<file path="src/verilog/pcx_cfg.svh">
/*
 * Addresses, layout constants and timing figures for the counter array
 * PWM configuration block.
 * Assumes an 8-bit special function register bus with byte addresses.
 */
`ifndef PCX_CFG_SVH
`define PCX_CFG_SVH

// ******************************************************************
// Register addresses
// ******************************************************************
`define PCX_ADDR_PWM_CFG   8'hf7
`define PCX_ADDR_CLR_CTRL  8'h9c
`define PCX_ADDR_MODE0     8'hda
`define PCX_ADDR_MODE1     8'hdb
`define PCX_ADDR_MODE2     8'hdc
`define PCX_ADDR_CMP0_LO   8'hfb
`define PCX_ADDR_CMP0_HI   8'hfc
`define PCX_ADDR_CMP1_LO   8'he9
`define PCX_ADDR_CMP1_HI   8'hea
`define PCX_ADDR_CMP2_LO   8'heb
`define PCX_ADDR_CMP2_HI   8'hec

// ******************************************************************
// Values
// ******************************************************************
`define PCX_READ_UNMAPPED  8'h00
`define PCX_LEN_8          3'h0
`define PCX_LEN_9          3'h1
`define PCX_LEN_10         3'h2
`define PCX_LEN_11         3'h3
`define PCX_MASK_8         16'h00ff
`define PCX_MASK_9         16'h01ff
`define PCX_MASK_10        16'h03ff
`define PCX_MASK_11        16'h07ff
`define PCX_MASK_16        16'hffff

`endif

</file>
<file path="src/verilog/pcx_pkg.sv">
/*
 * Types shared by the counter array PWM configuration block.
 * Assumes pcx_cfg.svh is on the include path.
 */
`include "pcx_cfg.svh"

package pcx_pkg;

    typedef logic [7:0]  pcx_byte_t;
    typedef logic [15:0] pcx_word_t;

    // PWM configuration register layout
    typedef struct packed {
        logic       reload_bank_select;
        logic       cycle_ovf_irq_enable;
        logic       cycle_ovf_flag;
        logic [1:0] rsvd;
        logic [2:0] cycle_length_select;
    } pcx_pwm_cfg_t;

    // Comparator clear control register layout
    typedef struct packed {
        logic       cmp_clear_polarity;
        logic [3:0] rsvd;
        logic       cmp_clear_enable_ch2;
        logic       cmp_clear_enable_ch1;
        logic       cmp_clear_enable_ch0;
    } pcx_clr_t;

    // Channel mode register layout
    typedef struct packed {
        logic wide_pwm_select;
        logic compare_enable;
        logic rising_capture_enable;
        logic falling_capture_enable;
        logic match_enable;
        logic toggle_enable;
        logic pwm_enable;
        logic cc_flag_irq_enable;
    } pcx_mode_t;

    // Counter wrap mask for a cycle length code; reserved codes act as 8
    function automatic pcx_word_t pcx_len_mask(input logic [2:0] cls);
        case (cls)
            `PCX_LEN_9:  pcx_len_mask = `PCX_MASK_9;
            `PCX_LEN_10: pcx_len_mask = `PCX_MASK_10;
            `PCX_LEN_11: pcx_len_mask = `PCX_MASK_11;
            default:     pcx_len_mask = `PCX_MASK_8;
        endcase
    endfunction

    // True for the 9 to 11 bit lengths that use the reload bank
    function automatic logic pcx_len_ext(input logic [2:0] cls);
        pcx_len_ext = (cls == `PCX_LEN_9) || (cls == `PCX_LEN_10) ||
                      (cls == `PCX_LEN_11);
    endfunction

endpackage

</file>
<file path="src/verilog/pcx_top.sv">
/*
 * PWM cycle configuration, reload banking, cycle overflow flag,
 * comparator clear and channel mode registers of a three channel
 * counter array.
 * Assumes the counter value and its tick come from logic on clk, the
 * comparator result is asynchronous, and the CPU core drives the
 * register bus synchronously.
 */
`timescale 1ns/100ps
`include "pcx_cfg.svh"

module pcx_top (
    // Clock and reset
    input  wire logic              clk,
    input  wire logic              arst_n,
    // Register bus
    input  wire pcx_pkg::pcx_byte_t sfr_addr,
    input  wire logic              sfr_wr,
    input  wire logic              sfr_rd,
    input  wire pcx_pkg::pcx_byte_t sfr_wdata,
    output pcx_pkg::pcx_byte_t     sfr_rdata,
    output logic                   sfr_rvalid,
    // Counter timebase
    input  wire pcx_pkg::pcx_word_t main_array_counter,
    input  wire logic              cnt_tick,
    // Comparator
    input  wire logic              cmp_result_in,
    // Outputs
    output logic                   pca_irq_req,
    output logic                   channel_out_0,
    output logic                   channel_out_1,
    output logic                   channel_out_2
);
    import pcx_pkg::*;

    localparam int NCH = 3;
    localparam logic [NCH-1:0][7:0] LO_ADDR =
        {`PCX_ADDR_CMP2_LO, `PCX_ADDR_CMP1_LO, `PCX_ADDR_CMP0_LO};
    localparam logic [NCH-1:0][7:0] HI_ADDR =
        {`PCX_ADDR_CMP2_HI, `PCX_ADDR_CMP1_HI, `PCX_ADDR_CMP0_HI};
    localparam logic [NCH-1:0][7:0] MODE_ADDR =
        {`PCX_ADDR_MODE2, `PCX_ADDR_MODE1, `PCX_ADDR_MODE0};

    typedef struct packed {
        pcx_pwm_cfg_t             pwm;
        pcx_clr_t                 clr;
        pcx_mode_t [NCH-1:0]      mode;
        pcx_word_t [NCH-1:0]      cmp;
        pcx_word_t [NCH-1:0]      arl;
        logic                     sync1;
        logic                     sync2;
        logic                     cmp_prev;
        logic                     sync_warm1;
        logic                     sync_warm2;
        logic                     sync_warm3;
        pcx_byte_t                rdata;
        logic                     rvalid;
    } pcx_state_t;

    pcx_state_t     st_r;
    pcx_state_t     st_nxt;
    pcx_word_t      len_mask;
    logic           wrap_short;
    logic           wrap_wide;
    logic           cmp_edge;
    logic [NCH-1:0] clear_en;
    logic [NCH-1:0] clear_evt;
    logic [NCH-1:0] ch_out;
    pcx_pwm_cfg_t   wr_pwm;
    pcx_clr_t       wr_clr;

    // ******************************************************************
    // Cycle timing and comparator events
    // ******************************************************************
    assign len_mask   = pcx_len_mask(st_r.pwm.cycle_length_select);
    assign wrap_short = cnt_tick &&
        ((main_array_counter & len_mask) == len_mask);
    assign wrap_wide  = cnt_tick && (main_array_counter == `PCX_MASK_16);
    // No edge until synchroniser and history hold real pin samples
    assign cmp_edge   = st_r.sync_warm3 && (st_r.clr.cmp_clear_polarity ?
        (st_r.sync2 && !st_r.cmp_prev) :
        (!st_r.sync2 && st_r.cmp_prev));
    assign clear_en   = {st_r.clr.cmp_clear_enable_ch2,
                         st_r.clr.cmp_clear_enable_ch1,
                         st_r.clr.cmp_clear_enable_ch0};
    assign clear_evt  = clear_en & {NCH{cmp_edge}};
    assign wr_pwm     = pcx_pwm_cfg_t'(sfr_wdata);
    assign wr_clr     = pcx_clr_t'(sfr_wdata);

    // ******************************************************************
    // Register file
    // ******************************************************************
    always_comb begin
        st_nxt        = st_r;
        st_nxt.rvalid = 1'b0;
        st_nxt.sync1  = cmp_result_in;
        st_nxt.sync2  = st_r.sync1;
        st_nxt.cmp_prev = st_r.sync2;
        st_nxt.sync_warm1 = 1'b1;
        st_nxt.sync_warm2 = st_r.sync_warm1;
        st_nxt.sync_warm3 = st_r.sync_warm2;
        if (sfr_wr && sfr_addr == `PCX_ADDR_PWM_CFG) begin
            st_nxt.pwm      = wr_pwm;
            st_nxt.pwm.rsvd = '0;
        end
        if (sfr_wr && sfr_addr == `PCX_ADDR_CLR_CTRL) begin
            st_nxt.clr      = wr_clr;
            st_nxt.clr.rsvd = '0;
        end
        for (int i = 0; i < NCH; i++) begin
            if (sfr_wr && sfr_addr == MODE_ADDR[i]) begin
                st_nxt.mode[i] = pcx_mode_t'(sfr_wdata);
            end
            if (sfr_wr && sfr_addr == LO_ADDR[i]) begin
                if (st_r.pwm.reload_bank_select) begin
                    st_nxt.arl[i][7:0] = sfr_wdata;
                end else begin
                    st_nxt.cmp[i][7:0] = sfr_wdata;
                end
            end
            if (sfr_wr && sfr_addr == HI_ADDR[i]) begin
                if (st_r.pwm.reload_bank_select) begin
                    st_nxt.arl[i][15:8] = sfr_wdata;
                end else begin
                    st_nxt.cmp[i][15:8] = sfr_wdata;
                end
            end
            // Reload bank feeds the compare value only in 9-11 bit PWM
            if (wrap_short && st_r.mode[i].pwm_enable &&
                !st_r.mode[i].wide_pwm_select &&
                pcx_len_ext(st_r.pwm.cycle_length_select)) begin
                st_nxt.cmp[i] = st_r.arl[i];
            end
        end
        // Hardware set wins over a software clear in the same cycle
        if (wrap_short) begin
            st_nxt.pwm.cycle_ovf_flag = 1'b1;
        end
        if (sfr_rd) begin
            st_nxt.rvalid = 1'b1;
            st_nxt.rdata  = `PCX_READ_UNMAPPED;
            if (sfr_addr == `PCX_ADDR_PWM_CFG) begin
                st_nxt.rdata = pcx_byte_t'(st_r.pwm);
            end
            if (sfr_addr == `PCX_ADDR_CLR_CTRL) begin
                st_nxt.rdata = pcx_byte_t'(st_r.clr);
            end
            for (int i = 0; i < NCH; i++) begin
                if (sfr_addr == MODE_ADDR[i]) begin
                    st_nxt.rdata = pcx_byte_t'(st_r.mode[i]);
                end
                if (sfr_addr == LO_ADDR[i]) begin
                    st_nxt.rdata = st_r.pwm.reload_bank_select ?
                        st_r.arl[i][7:0] : st_r.cmp[i][7:0];
                end
                if (sfr_addr == HI_ADDR[i]) begin
                    st_nxt.rdata = st_r.pwm.reload_bank_select ?
                        st_r.arl[i][15:8] : st_r.cmp[i][15:8];
                end
            end
        end
    end

    // All registers, clear control included, reset to zero
    always_ff @(posedge clk or negedge arst_n) begin
        if (!arst_n) begin
            st_r <= '0;
        end else begin
            st_r <= st_nxt;
        end
    end

    // ******************************************************************
    // Channels and outputs
    // ******************************************************************
    for (genvar g = 0; g < NCH; g++) begin : gen_ch
        pcx_channel u_ch (
            .clk        (clk),
            .arst_n     (arst_n),
            .mode       (st_r.mode[g]),
            .cmp_value  (st_r.cmp[g]),
            .len_mask   (len_mask),
            .cnt        (main_array_counter),
            .wrap_short (wrap_short),
            .wrap_wide  (wrap_wide),
            .clear_evt  (clear_evt[g]),
            .ch_out     (ch_out[g])
        );
    end

    assign pca_irq_req = st_r.pwm.cycle_ovf_flag &&
                         st_r.pwm.cycle_ovf_irq_enable;
    assign sfr_rdata     = st_r.rdata;
    assign sfr_rvalid    = st_r.rvalid;
    assign channel_out_0 = ch_out[0];
    assign channel_out_1 = ch_out[1];
    assign channel_out_2 = ch_out[2];
endmodule

</file>
<file path="src/verilog/pcx_channel.sv">
/*
 * One PWM channel output stage with comparator kill latch.
 * Assumes counter, compare value and events arrive on clk.
 */
`timescale 1ns/100ps
`include "pcx_cfg.svh"

module pcx_channel (
    // Clock and reset
    input  wire logic              clk,
    input  wire logic              arst_n,
    // Configuration
    input  wire pcx_pkg::pcx_mode_t mode,
    input  wire pcx_pkg::pcx_word_t cmp_value,
    input  wire pcx_pkg::pcx_word_t len_mask,
    // Timebase
    input  wire pcx_pkg::pcx_word_t cnt,
    input  wire logic              wrap_short,
    input  wire logic              wrap_wide,
    // Comparator clear
    input  wire logic              clear_evt,
    // Output
    output logic                   ch_out
);
    import pcx_pkg::*;

    typedef struct packed {
        logic out;
        logic killed;
    } pcx_ch_state_t;

    pcx_ch_state_t st_r;
    pcx_ch_state_t st_nxt;
    pcx_word_t     m;
    logic          restart;
    logic          below;

    // ******************************************************************
    // Waveform
    // ******************************************************************
    always_comb begin
        st_nxt  = st_r;
        m       = mode.wide_pwm_select ? `PCX_MASK_16 : len_mask;
        restart = mode.wide_pwm_select ? wrap_wide : wrap_short;
        below   = (cnt & m) < (cmp_value & m);
        // Kill holds until the channel's own cycle restarts
        if (clear_evt) begin
            st_nxt.killed = 1'b1;
        end else if (restart) begin
            st_nxt.killed = 1'b0;
        end
        st_nxt.out = mode.pwm_enable && !st_nxt.killed && below;
    end

    always_ff @(posedge clk or negedge arst_n) begin
        if (!arst_n) begin
            st_r <= '0;
        end else begin
            st_r <= st_nxt;
        end
    end

    assign ch_out = st_r.out;
endmodule

</file>
<file path="config.mk">
export PLATFORM = sky130hd
export DESIGN_NAME = pcx_top
export DESIGN_NICKNAME = d
export VERILOG_FILES = /design/src/verilog/pcx_pkg.sv /design/src/verilog/pcx_top.sv /design/src/verilog/pcx_channel.sv
export VERILOG_INCLUDE_DIRS = /design/src /design/src/verilog
export SDC_FILE = /design/constraint.sdc
export NUM_CORES = 1
export LEC_CHECK = 0
export BUFFER_PORTS_ARGS = -buffer_cell sky130_fd_sc_hd__buf_2
export CAP_MARGIN = 25
export CORE_ASPECT_RATIO = 1.75
export CORE_MARGIN = 2
export CORE_UTILIZATION = 61
export CTS_CLUSTER_DIAMETER = 60
export CTS_CLUSTER_SIZE = 24
export DETAILED_ROUTE_END_ITERATION = 8
export GPL_TIMING_DRIVEN = 0
export PLACE_DENSITY = 0.8
export SYNTH_ARGS = -nofsm -noshare
export SYNTH_HDL_FRONTEND = slang
export SYNTH_SLANG_ARGS = --single-unit
export TNS_END_PERCENT = 30
</file>
<file path="constraint.sdc">
create_clock -name clk -period 3.2 [get_ports clk]
set_clock_uncertainty 0.05 [all_clocks]
set_input_delay 0.32 -clock clk [delete_from_list [all_inputs] [get_ports clk]]
set_output_delay 0.32 -clock clk [all_outputs]
set_load 0.01 [all_outputs]
</file>
Word level (Yosys, flattened, before mapping)
Index checks and enable logic that the tools add are counted.

operators by class
  equality and inequality tests = 19
  bitwise operators = 8
  multiplexer cells = 44
  reduce and logical (&&, ||, !) cells = 61
  $lt $le $gt $ge = 3

operator list
  cell                                                   count
  2-to-1 mux 8 bit                                       24
  bitwise AND 16 bit                                     7
  2-to-1 mux 16 bit                                      6
  equality test 8 bit, second input constant             11
  < comparator 16 bit                                    3
  case mux 11 bit (3 select lines)                       1
  logical AND 1 bit                                      32
  AND reduction 2 bit                                    12
  equality test 16 bit                                   1
  equality test 16 bit, second input constant            1
  nonzero test 2 bit                                     7
  2-to-1 mux 1 bit                                       12
  zero test 1 bit                                        8
  equality test 3 x 2 -> 1 bit, second input constant    2
  2-to-1 mux 6 bit                                       1
  inequality test 2 x 1 -> 1 bit, second input constant  3
  bitwise AND 3 bit                                      1
  equality test 3 x 1 -> 1 bit, second input constant    1
  logical OR 1 bit                                       2

storage, ports and cells
  flip-flop bits (word level) = 151
  input port bits = 38

Longest topological paths before layout
Gate-level depths: netlist of run 1.

  word-level depth = 12
  gate-level depth with buffers = 10
  gate-level depth less buffers = 10

Modules after synthesis
A second synthesis of run 1 with hierarchy kept.

unflattened totals
  cells, all modules = 886
  area, all modules = 9282.7 um2

by module, submodules not included
  module       area an instance (um2)  cells each  times used
  pcx_top      7454.6                  658         1
  pcx_channel  609.3                   76          3

Least setup slack after synthesis of run 1
OpenSTA, ideal clock, no wires.

  path type = reg2reg
  start = register st_r[144] in the netlist's numbering
  end = register gen_ch[0].u_ch.st_r (netlist bit gen_ch[0].u_ch.ch_out)
  period minus slack after synthesis = 2231 ps
  required time = 3083 ps
  slack = 969 ps
  path buffers = 0
  arrival = 2113 ps
  cell stages (with the launch flop) = 10
  path through = dfrtp_1 > nor2b_1 > and2_0 > o21ai_0 > ha_1 > a21o_1 > a21o_1 > a21oi_1 > o21ai_0 > and4bb_2

RTL lines
  element                 line               source
  start, declared         pcx_top.sv:60      pcx_state_t st_r;
  start signal, assigned  pcx_top.sv:169     st_r <= st_nxt;
  end signal, assigned    pcx_channel.sv:59  st_r <= st_nxt;
  end, declared           pcx_channel.sv:32  pcx_ch_state_t st_r;

==> metrics.yaml, run 1 <==
nets: 1023
synth_top_area_cell: "dfrtp_1"
cts_sinks: 151
hpwlAfterDp_mm: 20.7
design.core.area_um2: 14300
syn-instance-count: 868
globalplace.congestion: 0.987
ys_seq_area_share_pct: 42.5
synth-seq-cells: 151
timing.critical_path.slowest_stage_cell: "nor2b_1"
endpoint_kind: "register"
initialDrtViolationCount: 633
design.portCount: 51
gr-total-overflow: 0
cts.reportedPaths.clkPinSlew_ns: 0.07
period_needed_ns: 3.00
synth_cell_type_count: 55
grt_max_degree: 91
setup_slack_ns: 0.204
route.antenna.remaining_nets: 0
die_h_um: 164
crit_chain: "nor2b_1, and2_0, o21ai_0, ha_1, nand4_1, a2111oi_2, a211oi_1"
yosysMostFrequentCell: "dfrtp_1"
timing.final.setup_violations: 0
grt.total_usage_pct: 39.5
critPathMaxFanout: 7
final_hold_viol_count: 0
slew_violations: 0
grt_antenna_before_repair: 1
timing.fmax_mhz: 334
critPathTopFamily: "simple AND/OR/NAND/NOR gates"
postSynthAreaPerCell_um2: 10.2
power_leakage_nw: 4.66
tritoncts: "built"
tritoncts.num_buffers: 17
effective_utilization_at_floorplan_pct: 62.2
insertion_delay_ns: 0.43
detail_route.wl_per_cell_um: 25.6
synth_top_cells_by_area: "dfrtp_1 (42%), mux2_2 (11%), mux2i_1 (9.3%)"
postSynthNetCount: 951
drv_cap: 0
layout.filler_cells: 1109
clk_path_buf_depth: 2
grt_setup_unrepaired: "false"
async_reset_ff_share_pct: 100
fraction_of_the_mapped_netlist_area_in_compound_gates_pct: 13.6
timing.critical_path.required_ns: 3.39
outcome: "completed"
dr.pass1.iters: 5
timing.critical_path.slowest_cell_delay_ns: 0.49
detailroute.via_count: 7421
post_route_utilization_pct: 70.2
post-place-ws_ns: 0.108
area.growth.synth_to_final_pct: 12.9
cts_setup_buffers: 0
n_antenna_cell: 0
p_per_area_nw_per_um2: 464
maxSlewHeadroom_pct: 31.4
post_synth_and_or_nand_nor_area_fraction_pct: 13.2
tightestPinTransition_ns: 1.03
synth_enable_flop_cells: 0
timing.hold.worst.class: "reg2reg"
main_combinational_cell_family_by_area_after_synthesis: "multiplexers"
avgViaCountPerCell: 6.55
yosys-top-cells-count: "dfrtp_1 (151), mux2_2 (88), a21oi_1 (86)"
yosys.area_share.adder_pct: 6.33
std_cell_rows: 58
synthesis.yosys.warnings: 0
timing.critical_path.arrival_ns: 3.19
period_share_pct: 93.6
route.detailed.drc: 0
fp.dieArea_um2: 15600
synth_ff_type: "dfrtp_1"
yosys-mux-area-fraction_pct: 20.5
worst-setup-path-type: "reg2reg"
grt_pass1_wl_mm: 44.2
first_global_vias: 7579
wl_mm: 29.0
place.port_buffers: 49
clock_tree.htree_level_count: 4
clk_root_buffer_cell: "clkbuf_16"
synth_area_um2: 8890
die_w_um: 95.3
vdd.ir_drop.worst_mv: 0.345
netlist.area_leader.share_pct: 42.5
critPathLaunchType: "register"
post_route_cells_drive_above_1_share_pct: 22.7
synth-xor-area-share_pct: 0
cp_num_buf_inv: 0
[path summary, 6_finish.rpt]
check | from | end | slack [ns] | cells after the start
setup / recovery | st_r[144] | gen_ch[2].u_ch.ch_out | 0.20 | 7
hold / removal | st_nxt[9] | st_r[9] | 0.31 | 0
setup reg to reg | st_r[144] | gen_ch[2].u_ch.ch_out | 0.20 | 7
hold reg to reg | st_nxt[9] | st_r[9] | 0.31 | 0
max in group asynchronous | arst_n | st_r[101] | 1.81 | 3
min in group asynchronous | arst_n | st_r[30] | 0.39 | 2
[area by class of cell]
class	count	area, um^2	area share, %
multi-input cells	640	4780	47.6
flip-flops and latches	151	3780	37.6
clock buffers	17	425	4.24
repair buffers	53	309	3.08
plain buffers	51	245	2.44
well taps	180	225	2.24
clock inverters	15	178	1.77
inverters	26	97.6	0.972
[worst register-to-register path: stages (launching register included)]
cell and delay (ns):
dfrtp_1 0.43, nor2b_1 0.49, and2_0 0.43, o21ai_0 0.17
ha_1 0.33, nand4_1 0.24, a2111oi_2 0.46, a211oi_1 0.21
[cells in the final DEF, fill, tap and decap left out, types with 17 or more instances in the layout]
| cell | n |
|---|---|
| clkbuf_16 | 17 |
| o21ai_0 | 35 |
| buf_2 | 61 |
| ha_1 | 45 |
| mux2_2 | 88 |
| a21oi_1 | 86 |
| clkbuf_1 | 28 |
| inv_1 | 26 |
| nand2_1 | 50 |
| nor2_1 | 70 |
| nor2b_1 | 18 |
| dfrtp_1 | 151 |
| and2_1 | 18 |
| mux2i_1 | 83 |
[flip-flops by register name (all words and copies together) (netlist names)]
name and flops:
clear_en 3, sfr_rvalid 1, gen_ch.u_ch.st_r 3, gen_ch.u_ch.ch_out 3
st_r 129, sfr_rdata 8, st_nxt 4
[through the flow]
stage | total power, mW | hold WS, ns | cells | area, um^2 | TNS [ns]
detailed placement | 2.60 | 0.294 | 1098 | 9400 | 0
global route | 4.79 | 0.313 | 1133 | 10000 | 0
floorplan | 2.36 | -0.0256 | 868 | 8890 | 0
CTS | 4.65 | 0.291 | 1133 | 10000 | 0
finish | 4.66 | 0.307 | 1133 | 10000 | 0
global placement | 2.58 | 0.281 | 1097 | 9360 | -68.33
[metal layers]
metal	share of wire, %	GRT usage, %	vias to the layer above	wire length (um)
li1	-	-	3276	-
met1	35	43.6	3604	10200
met2	46	60.9	389	13400
met3	8.2	10.7	150	2390
met4	10	35.5	2	3030
met5	0.048	0	-	14
[cell families after synthesis]
logic type                 Yosys count
buffers and inverters               77
AOI/OAI and AO/OA                  199
DFF                                151
and+or+nand+nor                    224
other                                1
muxes                              171
adders and majority gates           45
[what timing repair did]
action | 4_1_cts | 5_1_grt
resized for setup | 0 | 2
hold buffers | 3 | 0
endpoints found under the setup margin | 0 | 1
endpoints found under the hold margin | 63 | 0
[where the power goes]
part	switching [mW]	leakage, nW	internal (mW)	total [mW]
Sequential	0.0715	2.06	1.99	2.06
Clock	0.944	0.291	1.12	2.07
Combinational	0.337	2.31	0.196	0.533
Total	1.35	4.66	3.31	4.66
Note: power is estimated with default switching activity, not from simulation.
==> run 2: changes to the inputs <==
CORE_MARGIN = not set   (was 2)
==> run 2 against run 1 <==
Register-to-register slack better by 0.33 ns. Global-route usage up 1.5 points. Fmax up 12%. Via count up 1.2%. Critical path depth up 2. Worst hold slack worse by 0.022 ns. Sequential share of layout area up 0.066 points. Utilization down 0.12 points. Sequential cell count unchanged. Count of clock-buffer cells in the layout up 1. Sequential power about the same. Critical path type unchanged. Critical endpoint is now gen_ch[0].u_ch.ch_out. Largest cell class unchanged.
==> metrics.yaml, run 2 (synthesis results as in run 1) <==
timing.hold.worst.class: "in2reg"
layout.cells.most_common_list: "dfrtp_1 (151), mux2_2 (88), a21oi_1 (86)"
std_cell_rows: 58  # unchanged
n_antenna_cell: 0  # unchanged
detail_route.wl_per_cell_um: 25.9  # +1.1%
drv_cap: 0  # unchanged
period_share_pct: 83.3  # -10 points
initialDrtViolationCount: 575  # -9.2%
first_global_vias: 7507  # -0.95%
die_h_um: 162  # -1.2%
power_leakage_nw: 4.66  # -0.20%
timing.critical_path.required_ns: 3.52  # +0.13 ns
tightestPinTransition_ns: 0.901  # -0.128 ns
setup.reg_to_reg.worst_slack_ns: 0.53  # +0.33 ns
nets: 1023  # unchanged
grt_setup_unrepaired: "false"
worst-setup-path-type: "reg2reg"
area.growth.synth_to_final_pct: 12.7
r2r-start: "st_r[144]"
globalplace.congestion: 1.00  # +1.6%
flip_flop_count_of_the_largest_register_all_copies_and_words_added: 129  # unchanged
grt_pass1_wl_mm: 44.0  # -0.41%
cell_depth_of_the_worst_min_delay_path: 3  # +3
tritoncts.num_buffers: 17  # unchanged
clock_tree.htree_level_count: 4  # unchanged
min-delay-start: "sfr_wdata[5]"
clk_root_buffer_cell: "clkbuf_16"
fin_area_um2: 10000  # -0.17%
die_w_um: 93.3  # -2.1%
cts.reportedPaths.clkPinSlew_ns: 0.07  # about the same
post-place-ws_ns: 0.588  # +0.480 ns
critPathMaxFanout: 7  # unchanged
timing.critical_path.arrival_ns: 2.99  # -0.20 ns
wl_mm: 29.3  # +1.1%
clk_path_buf_depth: 2  # unchanged
mostFrequentLayoutCell: "dfrtp_1"
worstHoldEndpoint: "st_r[76]"
effective_utilization_at_floorplan_pct: 62.2  # unchanged
period_needed_ns: 2.67  # -0.329 ns
grt.total_usage_pct: 41.0  # +1.5 points
setup_slack_ns: 0.533  # +0.329 ns
route.antenna.remaining_nets: 0  # unchanged
insertion_delay_ns: 0.44  # about the same
place.port_buffers: 49  # unchanged
power_mw: 4.64  # -0.47%
rr_endpoint: "gen_ch[0].u_ch.ch_out"
avgViaCountPerCell: 6.63  # +1.2%
grt_max_degree: 79  # -13%
timing.final.setup_violations: 0  # unchanged
detailroute.via_count: 7513  # +1.2%
endpoint_kind: "register"
design.core.area_um2: 14300  # unchanged
grt_antenna_before_repair: 0  # -1
slew_violations: 0  # unchanged
post_route_cells_drive_above_1_share_pct: 22.6  # -0.10 points
cts_setup_buffers: 0  # unchanged
post_dp_cell_area_um2: 9400  # unchanged
outcome: "completed"
dr.pass1.iters: 5  # unchanged
gr-total-overflow: 0  # unchanged
maxSlewHeadroom_pct: 39.3  # +7.9 points
fp.dieArea_um2: 15100  # -3.3%
critPathLaunchType: "register"
final_hold_viol_count: 0  # unchanged
vdd.ir_drop.worst_mv: 0.391  # +13%
timing.fmax_mhz: 375  # +12%
cts_sinks: 151  # unchanged
max_flop_register: "st_r"
route.detailed.drc: 0  # unchanged
tritoncts: "built"
p_per_area_nw_per_um2: 463  # -0.29%
hpwlAfterDp_mm: 21.2  # +2.7%
design.portCount: 51  # unchanged
worst_reg2reg_path_length_in_cells: 9  # +2
==> run 2: critical path, cell delays in order, from the launching register on <==
cell and delay, ns:
dfrtp_1 0.44, nor2b_1 0.43, and2_0 0.39, o21ai_0 0.14, ha_1 0.31, a21o_1 0.18, a21o_1 0.16, a21oi_1 0.12
o21ai_0 0.08, and4bb_2 0.31
==> run 2: what timing repair did <==
action / 4_1_cts / 5_1_grt
resized for setup: 0 / 0
endpoints found under the hold margin: 79 / 0
hold buffers: 3 / 0
==> run 2: cell type report <==
| cell class | count | area [um^2] |
|---|---|---|
| Multi-Input combinational cell | 640 | 4770 |
| Fill cell | 1113 | 4280 |
| Sequential cell | 151 | 3780 |
| Clock buffer | 18 | 439 |
| Timing Repair Buffer | 53 | 309 |
| Buffer | 51 | 245 |
| Tap cell | 180 | 225 |
| Clock inverter | 14 | 153 |
| Inverter | 26 | 97.6 |
==> run 2: per-stage QoR <==
stage	hold slack, ns	util, %	setup TNS, ns	std cells
after global placement	0.281	65.5	-67.10	1097
after global routing	0.281	70.1	0	1133
after detailed placement	0.293	65.7	0	1098
after CTS	0.272	70.1	0	1133
final	0.285	70.1	0	1133
after floorplan	-0.0256	-	0	868
==> run 2: layer usage <==
metal	share of wire [%]	track usage [%]	vias to the layer above
met4	9.3	32.4	0
met3	7.6	8.43	147
met1	35	46.3	3688
li1	-	-	3291
met5	0	0	-
met2	48	66.5	387
==> run 2: how the worst max path moves through the flow <==
| stage | slack [ns] | depth (start not counted) | end | start |
|---|---|---|---|---|
| after global routing | 0.37 | 7 | gen_ch[2].u_ch.ch_out | st_r[144] |
| after detailed placement | 0.59 | 9 | gen_ch[0].u_ch.ch_out | st_r[144] |
| after CTS | 0.58 | 9 | gen_ch[0].u_ch.ch_out | st_r[144] |
| after global placement | -0.47 | 1 | st_nxt[10] | arst_n |
| final | 0.53 | 9 | gen_ch[0].u_ch.ch_out | st_r[144] |
| after floorplan | 0.97 | 9 | gen_ch[0].u_ch.ch_out | st_r[144] |
==> run 2: report_power, final <==
group | total [mW] | leakage, nW | switching (mW) | internal [mW]
combinational | 0.527 | 2.31 | 0.333 | 0.195
sequential | 2.06 | 2.06 | 0.0683 | 1.99
clock | 2.05 | 0.283 | 0.927 | 1.13
